## src/core/rcc_pkg.sv

```systemverilog
package rcc_pkg;
  // Variant register layout
  localparam int unsigned MODE_LSB = 0;
  localparam int unsigned MODE_W = 3;
  localparam int unsigned INTERVAL_BIT = 3;
  localparam int unsigned RATE_BIT = 4;
  localparam logic [7:0] VARIANT_MASK = 8'h1f;
  localparam logic [7:0] VARIANT_RST = 8'h00;
  localparam logic [7:0] CHAN_RST = 8'h00;
  // Page addresses on the configuration port
  localparam logic [7:0] ADDR_VARIANT = 8'h00;
  localparam logic [7:0] ADDR_CHAN1 = 8'h01;
  localparam logic [7:0] ADDR_CHAN2 = 8'h02;
  localparam logic [7:0] ADDR_CHAN3 = 8'h03;
  localparam int unsigned CUST_PAGES = 64;
  localparam int unsigned CUST_BYTES = 256;
  localparam int unsigned KEY_W = 128;
  // Mode codes
  localparam logic [2:0] MODE_STD = 3'h0;
  localparam logic [2:0] MODE_D3 = 3'h1;
  localparam logic [2:0] MODE_D2 = 3'h2;
  localparam logic [2:0] MODE_D1 = 3'h3;
  localparam logic [2:0] MODE_B3 = 3'h4;
  localparam logic [2:0] MODE_B2 = 3'h5;
  localparam logic [2:0] MODE_B1 = 3'h6;
  localparam logic [2:0] MODE_RFU = 3'h7;
  // Interval timing
  localparam int unsigned CLK_MHZ = 250;
  localparam int unsigned INTERVAL_LONG_MS = 20;
  localparam int unsigned INTERVAL_SHORT_MS = 10;
  localparam int unsigned INTERVAL_LONG_CYC = INTERVAL_LONG_MS * 1000 * CLK_MHZ;
  localparam int unsigned INTERVAL_SHORT_CYC =
    INTERVAL_SHORT_MS * 1000 * CLK_MHZ;
  // Channel map
  localparam logic [7:0] ADV_CH0 = 8'h25;
  localparam logic [7:0] ADV_CH1 = 8'h26;
  localparam logic [7:0] ADV_CH2 = 8'h27;
  localparam logic [7:0] DATA_LOW_LAST = 8'h0a;
  localparam logic [7:0] CUSTOM_FIRST = 8'h28;
  localparam logic [7:0] CUSTOM_LAST = 8'h4e;
  localparam logic [11:0] FREQ_BASE_MHZ = 12'h962;
  localparam logic [11:0] FREQ_ADV1_MHZ = 12'h97a;
  localparam logic [11:0] FREQ_ADV2_MHZ = 12'h9b0;
  localparam logic [11:0] FREQ_CUSTOM_BASE_MHZ = 12'h963;
endpackage

```

## src/core/rcc_config.sv

```systemverilog
`timescale 1ns/100ps
`default_nettype none
module rcc_config #(
  parameter int unsigned INTERVAL_LONG_CYC = rcc_pkg::INTERVAL_LONG_CYC,
  parameter int unsigned INTERVAL_SHORT_CYC = rcc_pkg::INTERVAL_SHORT_CYC,
  parameter logic [127:0] FACTORY_KEY =
    128'h0123_4567_89ab_cdef_0123_4567_89ab_cdef,
  parameter logic [47:0] FACTORY_ADDR = 48'h0000_0000_0001,
  // Arbitrary manufacturer value
  parameter logic [15:0] FACTORY_MAN_ID = 16'h0001,
  parameter logic [31:0] FACTORY_PIN = 32'h0000_0000
) (
  input wire logic mclk_i,
  input wire logic rst_i,
  input wire logic cfg_wr_i,
  input wire logic cfg_rd_i,
  input wire logic [7:0] cfg_addr_i,
  input wire logic [7:0] cfg_wdata_i,
  input wire logic cust_sel_i,
  input wire logic protected_i,
  output logic [7:0] cfg_rdata_o,
  output logic cfg_ack_o,
  input wire logic factory_reset_i,
  input wire logic key_load_i,
  input wire logic [127:0] key_new_i,
  input wire logic addr_load_i,
  input wire logic [47:0] addr_new_i,
  input wire logic man_load_i,
  input wire logic [15:0] man_new_i,
  input wire logic pin_load_i,
  input wire logic [31:0] pin_new_i,
  output logic [127:0] key_o,
  output logic [47:0] source_addr_o,
  output logic [15:0] man_id_o,
  output logic [31:0] pin_o,
  output logic adv_commission_o,
  output logic adv_data_o,
  output logic [1:0] chan_count_o,
  output logic [7:0] chan_code0_o,
  output logic [7:0] chan_code1_o,
  output logic [7:0] chan_code2_o,
  output logic [11:0] freq0_mhz_o,
  output logic [11:0] freq1_mhz_o,
  output logic [11:0] freq2_mhz_o,
  output logic [31:0] interval_cyc_o,
  output logic rate_2m_o
);
  logic [7:0] variant_r;
  logic [7:0] chan_r [3];
  logic [7:0] cust_mem [rcc_pkg::CUST_BYTES];
  logic [127:0] key_r;
  logic [47:0] addr_r;
  logic [15:0] man_r;
  logic [31:0] pin_r;
  logic [7:0] rdata_nxt;
  logic [7:0] rdata_r;
  logic ack_r;

  // Channel number to frequency in MHz
  function automatic logic [11:0] chan_freq(input logic [7:0] c);
    logic [11:0] f;
    f = rcc_pkg::FREQ_BASE_MHZ;
    if (c == rcc_pkg::ADV_CH0) begin
      f = rcc_pkg::FREQ_BASE_MHZ;
    end else if (c == rcc_pkg::ADV_CH1) begin
      f = rcc_pkg::FREQ_ADV1_MHZ;
    end else if (c == rcc_pkg::ADV_CH2) begin
      f = rcc_pkg::FREQ_ADV2_MHZ;
    end else if (c <= rcc_pkg::DATA_LOW_LAST) begin
      f = 12'(rcc_pkg::FREQ_BASE_MHZ + 12'({c, 1'b0}) + 12'h002);
    end else if (c < rcc_pkg::ADV_CH0) begin
      f = 12'(rcc_pkg::FREQ_BASE_MHZ + 12'({c, 1'b0}) + 12'h004);
    end else if (c <= rcc_pkg::CUSTOM_LAST) begin
      f = 12'(rcc_pkg::FREQ_CUSTOM_BASE_MHZ +
        12'({8'(c - rcc_pkg::CUSTOM_FIRST), 1'b0}));
    end
    return f;
  endfunction

  wire logic hit_var = cfg_addr_i == rcc_pkg::ADDR_VARIANT;
  wire logic hit_c1 = cfg_addr_i == rcc_pkg::ADDR_CHAN1;
  wire logic hit_c2 = cfg_addr_i == rcc_pkg::ADDR_CHAN2;
  wire logic hit_c3 = cfg_addr_i == rcc_pkg::ADDR_CHAN3;
  wire logic cust_ok = cust_sel_i && protected_i;
  wire logic cfg_wr = cfg_wr_i && !cust_sel_i;
  wire logic [2:0] mode = variant_r[2:0];
  wire logic wr_var = cfg_wr && hit_var;
  wire logic wr_c1 = cfg_wr && hit_c1;
  wire logic wr_c2 = cfg_wr && hit_c2;
  wire logic wr_c3 = cfg_wr && hit_c3;

  // Reserved bits dropped on write
  always_ff @(posedge mclk_i) begin
    if (rst_i) begin
      variant_r <= rcc_pkg::VARIANT_RST;
    end else if (wr_var) begin
      variant_r <= cfg_wdata_i & rcc_pkg::VARIANT_MASK;
    end
  end

  always_ff @(posedge mclk_i) begin
    if (rst_i) begin
      chan_r[0] <= rcc_pkg::CHAN_RST;
    end else if (wr_c1) begin
      chan_r[0] <= cfg_wdata_i;
    end
  end

  always_ff @(posedge mclk_i) begin
    if (rst_i) begin
      chan_r[1] <= rcc_pkg::CHAN_RST;
    end else if (wr_c2) begin
      chan_r[1] <= cfg_wdata_i;
    end
  end

  always_ff @(posedge mclk_i) begin
    if (rst_i) begin
      chan_r[2] <= rcc_pkg::CHAN_RST;
    end else if (wr_c3) begin
      chan_r[2] <= cfg_wdata_i;
    end
  end

  // Customer area has no reset, survives factory reset
  always_ff @(posedge mclk_i) begin
    if (cfg_wr_i && cust_ok) begin
      cust_mem[cfg_addr_i] <= cfg_wdata_i;
    end
  end

  // Private store; factory reset restores backups
  always_ff @(posedge mclk_i) begin
    if (rst_i || factory_reset_i) begin
      key_r <= FACTORY_KEY;
    end else if (key_load_i) begin
      key_r <= key_new_i;
    end
  end

  always_ff @(posedge mclk_i) begin
    if (rst_i || factory_reset_i) begin
      addr_r <= FACTORY_ADDR;
    end else if (addr_load_i) begin
      addr_r <= addr_new_i;
    end
  end

  always_ff @(posedge mclk_i) begin
    if (rst_i || factory_reset_i) begin
      man_r <= FACTORY_MAN_ID;
    end else if (man_load_i) begin
      man_r <= man_new_i;
    end
  end

  always_ff @(posedge mclk_i) begin
    if (rst_i || factory_reset_i) begin
      pin_r <= FACTORY_PIN;
    end else if (pin_load_i) begin
      pin_r <= pin_new_i;
    end
  end

  // Read mux; private data never appears here
  always_comb begin
    rdata_nxt = 8'h00;
    if (cust_sel_i) begin
      if (cust_ok) rdata_nxt = cust_mem[cfg_addr_i];
    end else if (hit_var) begin
      rdata_nxt = variant_r;
    end else if (hit_c1) begin
      rdata_nxt = chan_r[0];
    end else if (hit_c2) begin
      rdata_nxt = chan_r[1];
    end else if (hit_c3) begin
      rdata_nxt = chan_r[2];
    end
  end

  always_ff @(posedge mclk_i) begin
    if (rst_i) begin
      rdata_r <= 8'h00;
    end else if (cfg_rd_i) begin
      rdata_r <= rdata_nxt;
    end
  end

  always_ff @(posedge mclk_i) begin
    if (rst_i) begin
      ack_r <= 1'b0;
    end else begin
      ack_r <= cfg_rd_i || cfg_wr_i;
    end
  end

  // Transmission plan decode
  logic adv_com;
  logic adv_dat;
  logic [1:0] cnt;
  always_comb begin
    adv_com = 1'b1;
    adv_dat = 1'b1;
    cnt = 2'h0;
    case (mode)
      rcc_pkg::MODE_STD: begin
        adv_com = 1'b1;
        adv_dat = 1'b1;
        cnt = 2'h0;
      end
      rcc_pkg::MODE_D3: begin
        adv_com = 1'b1;
        adv_dat = 1'b0;
        cnt = 2'h3;
      end
      rcc_pkg::MODE_D2: begin
        adv_com = 1'b1;
        adv_dat = 1'b0;
        cnt = 2'h2;
      end
      rcc_pkg::MODE_D1: begin
        adv_com = 1'b1;
        adv_dat = 1'b0;
        cnt = 2'h1;
      end
      rcc_pkg::MODE_B3: begin
        adv_com = 1'b0;
        adv_dat = 1'b0;
        cnt = 2'h3;
      end
      rcc_pkg::MODE_B2: begin
        adv_com = 1'b0;
        adv_dat = 1'b0;
        cnt = 2'h2;
      end
      rcc_pkg::MODE_B1: begin
        adv_com = 1'b0;
        adv_dat = 1'b0;
        cnt = 2'h1;
      end
      default: begin
        // Reserved code falls back to standard
        adv_com = 1'b1;
        adv_dat = 1'b1;
        cnt = 2'h0;
      end
    endcase
  end

  // Lowest registers fill first; unused slots show code zero
  wire logic use0 = cnt != 2'h0;
  wire logic use1 = cnt >= 2'h2;
  wire logic use2 = cnt == 2'h3;
  wire logic [7:0] c0 = use0 ? chan_r[0] : 8'h00;
  wire logic [7:0] c1 = use1 ? chan_r[1] : 8'h00;
  wire logic [7:0] c2 = use2 ? chan_r[2] : 8'h00;
  wire logic [11:0] f0 = chan_freq(c0);
  wire logic [11:0] f1 = chan_freq(c1);
  wire logic [11:0] f2 = chan_freq(c2);
  wire logic int_short = variant_r[rcc_pkg::INTERVAL_BIT];
  wire logic [31:0] int_cyc = int_short ? INTERVAL_SHORT_CYC :
    INTERVAL_LONG_CYC;

  always_ff @(posedge mclk_i) begin
    if (rst_i) begin
      adv_commission_o <= 1'b1;
      adv_data_o <= 1'b1;
      chan_count_o <= 2'h0;
    end else begin
      adv_commission_o <= adv_com;
      adv_data_o <= adv_dat;
      chan_count_o <= cnt;
    end
  end

  always_ff @(posedge mclk_i) begin
    if (rst_i) begin
      chan_code0_o <= 8'h00;
      chan_code1_o <= 8'h00;
      chan_code2_o <= 8'h00;
    end else begin
      chan_code0_o <= c0;
      chan_code1_o <= c1;
      chan_code2_o <= c2;
    end
  end

  always_ff @(posedge mclk_i) begin
    if (rst_i) begin
      freq0_mhz_o <= rcc_pkg::FREQ_BASE_MHZ;
      freq1_mhz_o <= rcc_pkg::FREQ_BASE_MHZ;
      freq2_mhz_o <= rcc_pkg::FREQ_BASE_MHZ;
    end else begin
      freq0_mhz_o <= f0;
      freq1_mhz_o <= f1;
      freq2_mhz_o <= f2;
    end
  end

  always_ff @(posedge mclk_i) begin
    if (rst_i) begin
      interval_cyc_o <= INTERVAL_LONG_CYC;
    end else begin
      interval_cyc_o <= int_cyc;
    end
  end

  always_ff @(posedge mclk_i) begin
    if (rst_i) begin
      rate_2m_o <= 1'b0;
    end else begin
      rate_2m_o <= variant_r[rcc_pkg::RATE_BIT];
    end
  end

  assign cfg_rdata_o = rdata_r;
  assign cfg_ack_o = ack_r;
  assign key_o = key_r;
  assign source_addr_o = addr_r;
  assign man_id_o = man_r;
  assign pin_o = pin_r;
endmodule
`default_nettype wire

```

## config.mk

```make
export PLATFORM = sky130hd
export DESIGN_NAME = rcc_config
export DESIGN_NICKNAME = d
export VERILOG_FILES = /design/src/core/rcc_pkg.sv /design/src/core/rcc_config.sv
export SDC_FILE = /design/constraint.sdc
export NUM_CORES = 2
export LEC_CHECK = 0
export BUFFER_PORTS_ARGS = -buffer_cell sky130_fd_sc_hd__buf_4
export CAP_MARGIN = 20
export CELL_PAD_IN_SITES_DETAIL_PLACEMENT = 0
export CELL_PAD_IN_SITES_GLOBAL_PLACEMENT = 1
export CORE_AREA = 2 2 459 461
export CTS_CLUSTER_SIZE = 8
export DETAILED_ROUTE_END_ITERATION = 10
export DIE_AREA = 0 0 461 463
export PLACE_DENSITY_LB_ADDON = 0.1
export SETUP_SLACK_MARGIN = 0.02
export SYNTH_ARGS = -nofsm -noshare
export SYNTH_HDL_FRONTEND = slang
export SYNTH_SLANG_ARGS = --single-unit
```

## constraint.sdc

```tcl
create_clock -name mclk_i -period 3.8 [get_ports mclk_i]
set_clock_uncertainty 0.2 [all_clocks]
set_input_delay 0.19 -clock mclk_i [delete_from_list [all_inputs] [get_ports mclk_i]]
set_output_delay 0.19 -clock mclk_i [all_outputs]
set_load 0.05 [all_outputs]
```

### Word-level counts from Yosys, hierarchy flattened

Memory sizes are Yosys's and may differ from the RTL's.
Index checks and enable logic that the tools add are counted.
Widths: inputs -> output; s select.

* memories: 2
* word-level logic and storage cells: 143
* bits of input ports: 251
* register bits after elaboration: 335
* output and inout port bits: 330
* memory bits (writable): 2072

* bitwise logic cells: 3
* magnitude comparators: 10
* muxes and demuxes: 44
* $add $sub $neg: 15
* reductions and logical operators: 26
* equality and inequality tests: 19

Memory list
* cust_mem: words 256, bits a word 8, read ports 1, clocked after memory_dff 0, wr ports 1, RTL line rcc_config.sv:50 `logic [7:0] cust_mem [rcc_pkg::CUST_BYTES];`
* chan_r: words 3, bits a word 8, read ports 3, clocked after memory_dff 0, wr ports 3, RTL line rcc_config.sv:49 `logic [7:0] chan_r [3];`

Operators with widths (number)
* $mux 8: 15
* $mux 12: 9
* $add 12x9->12 const A: 6
* $eq 8x6->1 const B: 9
* $add 12x2->12 const B: 3
* $add 12x3->12 const B: 3
* $le 8x4->1 const B: 3
* $le 8x7->1 const B: 3
* $lt 8x6->1 const B: 3
* $sub 8x6->8 const B: 3
* $mux 23: 1
* $eq 8x2->1 const B: 2
* $mux 1: 15
* $mux 5: 3
* $reduce_or 2->1: 6
* $reduce_or 3->1: 4
* $reduce_or 4->1: 3
* $eq 3x3->1 const B: 3
* $eq 8x1->1 const B: 1
* $logic_not 8->1: 1
* $logic_and 1x1->1: 7
* $eq 3x2->1 const B: 2
* $pmux 2 s3: 1
* $reduce_or 6->1: 1
* 7 further kinds: 10

### Depth between registers and ports, before layout

* depth after elaboration: 12
* mapped depth: 16
* depth with buffers taken out: 12

### Worst setup path after synthesis

Ideal clock, no wire load.

* path kind: register to register
* from: reg variant_r[0]
* to: reg freq0_mhz_o[9]
* data required time: 3.481 ns
* setup time: 0.119 ns
* cell stages (with the launch flop): 16
* arrival time: 3.177 ns
* path buffers: 3
* period minus slack after synthesis: 3.496 ns
* path slack: 0.304 ns
* cells stage by stage: dfxtp_1 > buf_2 > or3_1 > buf_2 > and2_1 > clkbuf_1 > nand2_1 > inv_1 > ha_1 > and3b_1 > o211ai_1 > a211oi_1 > and3_1 > maj3_1 > o21ai_0 > a21oi_1

* cells in the longest elaborated chain, start to end: 10
* elaborated cells between the ends (all ways): 27
* those cells by class: add/sub: 5; order compare: 3; eq/ne: 9; mux: 5; reduce/logical: 5

Ends and longest elaborated chain
* from (decl): RTL line rcc_config.sv:48 `logic [7:0] variant_r;`
* from (signal assigned): RTL line rcc_config.sv:95 `variant_r <= rcc_pkg::VARIANT_RST;`
* from (signal assigned): RTL line rcc_config.sv:97 `variant_r <= cfg_wdata_i & rcc_pkg::VARIANT_MASK;`
* $eq 3x3->1 (tied with other cells): RTL line rcc_config.sv:205 `case (mode)`
* $reduce_or 2->1 (no source line)
* $pmux 2 s3 *: RTL line rcc_config.sv:205
* $reduce_bool 2->1 *: RTL line rcc_config.sv:251 `wire logic use0 = cnt != 2'h0;`
* $mux 8 *: RTL line rcc_config.sv:254 `wire logic [7:0] c0 = use0 ? chan_r[0] : 8'h00;`
* net c0[1]: RTL line rcc_config.sv:254
* $sub 8x6->8: RTL line rcc_config.sv:75 `12'({8'(c - rcc_pkg::CUSTOM_FIRST), 1'b0}));`
* $add 12x9->12: RTL line rcc_config.sv:74 `f = 12'(rcc_pkg::FREQ_CUSTOM_BASE_MHZ +`
* $mux 12: RTL line rcc_config.sv:73 `end else if (c <= rcc_pkg::CUSTOM_LAST) begin`
* $mux 12: RTL line rcc_config.sv:71 `end else if (c < rcc_pkg::ADV_CH0) begin`
* $mux 12: RTL line rcc_config.sv:69 `end else if (c <= rcc_pkg::DATA_LOW_LAST) begin`
* to (signal assigned): RTL line rcc_config.sv:290 `freq0_mhz_o <= rcc_pkg::FREQ_BASE_MHZ;`
* to (decl): RTL line rcc_config.sv:42 `output logic [11:0] freq0_mhz_o,`

Mark *: on every way through the listed nets, which the timed path passes. The rest lies on a longest branch.
A chain may end at the register's enable or synchronous reset.

### Final worst setup path

* from: in cfg_addr_i[2]
* to: reg rdata_r[1], in the netlist cfg_rdata_o[1]

* cells in the longest elaborated chain, start to end: 6
* elaborated cells between the ends (all ways): 11
* those cells by class: eq/ne: 3; mux: 6; reduce/logical: 1; memory: 1

Ends and longest elaborated chain
* from (decl): RTL line rcc_config.sv:17 `input wire logic [7:0] cfg_addr_i,`
* branches (longest 5 deep; another with $mem_v2 256x8)
* $mux 8 *: RTL line rcc_config.sv:168 `if (cust_sel_i) begin`
* to (signal assigned): RTL line rcc_config.sv:185 `rdata_r <= rdata_nxt;`
* to (decl): RTL line rcc_config.sv:56 `logic [7:0] rdata_r;`

Mark *: on every way between the ends.

==> reports/qor.csv <==
stage;metric;value;unit
status;status;finished with violations;
status;violations;setup timing;
power_and_ir_drop;p_int;46.9;mW
yosys;synth_edf_count;2072;
detailed_routing;vias_per_cell;5.82;
yosys;synth-seq-area-share;0.730;
cts;cts_buffers;347;
cts;cts_tree;done;
worst_setup_path;max_stage_delay;0.70;ns
detailed_routing;drt-total-wl;329000;um
power_and_ir_drop;leakagePower;43.2;nW
timing;slew_headroom;0.224;
floorplanning;io_pins;581;
timing;setup_tns;-0.0731;ns
run;cap_violations;0;
floorplanning;core;209000;um2
min_path;hold_path.class;input port to flop;
power_and_ir_drop;combPwrFrac;0.074;
detailed_routing;vias;59000;
worst_setup_path;startpoint_type;input port;
timing;max_slew.worst_pin.slew;1.16;ns
placement;portBuffers;557;
timing;finalCritPeriodShare;1.02;
power_and_ir_drop;cellPowerDensity;493;nW/um2
yosys;synthArstFlopShare;0;
power_and_ir_drop;finalPower;60.3;mW
placement;dp_cells;8854;
cts;htreeDepth;5;
timing;min_period;3.87;ns
timing;slew_viol_final;0;
power_and_ir_drop;pwr-share-clk;0.451;
yosys;ys.flop_type;edfxtp_1;
cts;cts_root_buf;clkbuf_16;
yosys;synthTopCellsByArea;edfxtp_1, mux4_2, dfxtp_1;
placement;gp_congestion;0.950;
detailed_routing;ant_nets;0;
worst_setup_path;timing_worst_setup_path_type;input port to flop;
power_and_ir_drop;p_sw_frac;0.222;
yosys;ys_warn_count;0;
worst_setup_path;path_buf_inv;5;
power_and_ir_drop;ir_drop;523;uV
timing;fin_hold_ws;0.112;ns
floorplanning;floorplan.die_area;213000;um2
layout;final_nets;7505;
yosys;yosysUniqueCellTypes;84;
layout;syn_to_final_growth;30.6;%
worst_setup_path;crit_family;buffers and inverters;
yosys;synth_area;93500;um2
timing;finalWorstSetupSlack;-0.0731;ns
timing;clock.fmax;0.258;GHz
cts;ctsResizeCount;0;
cts;cts_buffer_depth;4;
global_routing;first_global_vias;60300;
layout;fin_cells;10100;
worst_setup_path;worstPathMaxFanout;24;
global_routing;track_usage;0.305;
global_routing;antenna_found_initial;22;
yosys;syn_inst;5254;
floorplanning;die_height;463;um
worst_setup_path;critPathSlowestCell;nor3_1;
cts;cts_setup_buffers;0;
global_routing;grt_max_degree;115;
yosys;postSynthAreaPerCell;17.8;um2
worst_setup_path;crit_path_end_kind;flop;
global_routing;gr-total-overflow;0;
yosys;synth-seq-cells;2374;
floorplanning;rows;168;
floorplanning;initial_core_util;0.448;
power_and_ir_drop;switchingPower;13.4;mW
detailed_routing;first_pass_iters;6;
detailed_routing;drc;0;
layout;drive_gt1_frac;0.273;
cts;clkLatencyLatePin;0.97;ns
worst_setup_path;path_cells;dlygate4sd3_1 > buf_4 > inv_6 > buf_12 > mux4_2 > a22o_1 > nor3_1 > a31oi_1 > dlygate4sd3_1;
worst_setup_path;critPathArrivalTime;4.51;ns
timing;setup_viol;1;
cts;path_clk_slew;0.06;ns
power_and_ir_drop;seqPwrFrac;0.475;
floorplanning;fp.dieW;461;um
timing;rsz0062_at_grt;false;
timing;hold_violations;0;
placement;hpwl;213000;um
yosys;synth_top_area_frac;0.665;
worst_setup_path;cpMostUsedCell;dlygate4sd3_1;
cts;cts_sinks;2374;
layout;nFillCells;15400;
detailed_routing;wl_per_cell;32.4;um
global_routing;grt_pass1_wl;459000;um
worst_setup_path;cp.required;4.43;ns
detailed_routing;drtIter0Drc;6909;
yosys;synth_top_area_cell;edfxtp_1;
## stage by stage
stage | setup slack (ns) | util | cell area (um2)
floorplan | 0.304 | - | 93600
global placement | -0.561 | 0.502 | 105000
detailed placement | -0.429 | 0.502 | 105000
CTS | 0.226 | 0.586 | 122000
global route | 0.0256 | 0.586 | 122000
finish | -0.0731 | 0.586 | 122000
## sequential cells by signal, summed over array words and instances (netlist names), 2 cells and up
signal,flops
cfg_rdata_o,8
chan_code0_o,8
chan_code1_o,8
chan_code2_o,8
chan_count_o,2
chan_r,24
cust_mem,2048
freq0_mhz_o,11
freq1_mhz_o,11
freq2_mhz_o,11
interval_cyc_o,2
key_o,128
man_id_o,16
pin_o,32
source_addr_o,48
variant_r,5
## repair_timing
action,4_1_cts,5_1_grt
endpoints found under the setup margin,0,0
hold buffers,826,0
endpoints found under the hold margin,1184,0
## power groups by stage
stage	combinational (mW)	clock, mW	sequential [mW]
6_report	4.44	27.2	28.6
5_1_grt	4.59	28.6	28.6
2_1_floorplan	1.54	0	29.3
4_1_cts	4.35	27.6	28.6
3_3_place_gp	3.62	0	29.1
3_5_place_dp	3.65	0	29.1
## per-layer routing
layer | vias to the layer above | share of wire | GRT usage
met1 | 30600 | 0.38 | 0.396
met2 | 2974 | 0.47 | 0.478
met5 | - | 0.00012 | 0
li1 | 24700 | - | -
met3 | 716 | 0.092 | 0.0746
met4 | 6 | 0.058 | 0.157
## cells in the mapped netlist, types with 7 or more instances
cell type,n
a32oi_1,13
buf_4,74
inv_1,31
or3_1,12
a31oi_1,30
a21oi_1,75
mux4_2,458
a31o_2,7
nor3_1,18
a22oi_1,122
nand2b_1,12
buf_6,20
nor2b_1,14
buf_2,51
buf_1,37
a22o_1,13
edfxtp_1,2072
o21ai_0,42
a221oi_1,19
and2_1,39
or2_2,8
or4_1,8
clkbuf_1,181
nand4_1,31
o2111ai_1,7
mux2i_1,406
o211ai_1,20
xnor2_1,22
nor2_1,537
nand2_1,239
nand3_1,90
o22ai_1,26
ha_1,30
a211oi_1,14
and3_1,10
nand4b_1,8
o32ai_1,7
dfxtp_1,302
nor4_1,14
a21o_1,8
xor2_1,17
## worst paths after layout
| check | from | to | slack, ns | depth (start not counted) |
|---|---|---|---|---|
| max | cfg_addr_i[2] | cfg_rdata_o[1]$_SDFFE_PP0P_ | -0.07 | 9 |
| min | rst_i | chan_code2_o[2]$_SDFF_PP0_ | 0.11 | 3 |
| max reg2reg | cust_mem[221][7]$_DFFE_PP_ | cfg_rdata_o[7]$_SDFFE_PP0P_ | 0.07 | 8 |
| min reg2reg | variant_r[4]$_SDFFE_PP0P_ | rate_2m_o$_SDFF_PP0_ | 0.30 | 1 |
## worst register-to-register path: cells and delay by family (launching register included)
family | cells | cell delay [ns]
AOI/OAI and AO/OA | 4 | 1.22
buffers and inverters | 2 | 1.14
muxes | 1 | 0.60
DFF | 1 | 0.36
and+or+nand+nor | 1 | 0.10
## cell type report
| class | instances | area [um2] | share of cell area |
|---|---|---|---|
| clock buffer | 435 | 9160 | 0.0750 |
| multi-input combinational | 2508 | 23500 | 0.192 |
| clock inverter | 9 | 95.1 | 0.000778 |
| sequential | 2374 | 68300 | 0.559 |
| inverter | 33 | 129 | 0.00105 |
| antenna | 13 | 32.5 | 0.000266 |
| tap | 2805 | 3510 | 0.0287 |
| timing repair buffer | 1960 | 17500 | 0.143 |
## layout by cell type (no fill, tap or decap), types with 8 or more instances in the layout
master / synthesis / final
edfxtp_1: 2072 / 2072
o211ai_1: 20 / 20
mux2i_1: 406 / 406
nand2_1: 239 / 239
nand2b_1: 12 / 12
a22o_1: 13 / 13
nand4b_1: 8 / 8
a21oi_1: 75 / 75
a221oi_1: 19 / 19
xor2_1: 17 / 17
or4_1: 8 / 8
clkbuf_16: 0 / 353
or3_1: 12 / 12
nand4_1: 31 / 31
buf_12: 0 / 51
a22oi_1: 122 / 122
mux4_2: 458 / 458
a21o_1: 8 / 8
a32oi_1: 13 / 13
conb_1: 2 / 26
nand3_1: 90 / 88
nor4_1: 14 / 14
a31oi_1: 30 / 30
o22ai_1: 26 / 26
inv_1: 31 / 31
clkbuf_8: 0 / 10
dlygate4sd3_1: 0 / 826
a211oi_1: 14 / 14
dfxtp_1: 302 / 302
and2_1: 39 / 37
ha_1: 30 / 30
o21ai_0: 42 / 42
nor2b_1: 14 / 10
nor3_1: 18 / 18
and3_1: 10 / 10
nor2_1: 537 / 534
xnor2_1: 22 / 22
diode_2: 0 / 13
clkbuf_1: 181 / 80
buf_4: 74 / 1069
## kinds of logic (layout without fill, tap and decap cells)
kind of cell | after synthesis | after routing | synth area share
buffers and inverters | 396 | 2437 | 0.0212
flip-flops | 2374 | 2374 | 0.730
AND/OR/NAND/NOR | 1085 | 1085 | 0.0521
adder cells (fa/ha/maj) | 31 | 31 | 0.00412
AO/OA/AOI/OAI | 458 | 458 | 0.0346
multiplexers | 869 | 869 | 0.154
other | 2 | 39 | 0.0000803
XOR/XNOR | 39 | 39 | 0.00365
(Power assumes the default switching activity.)
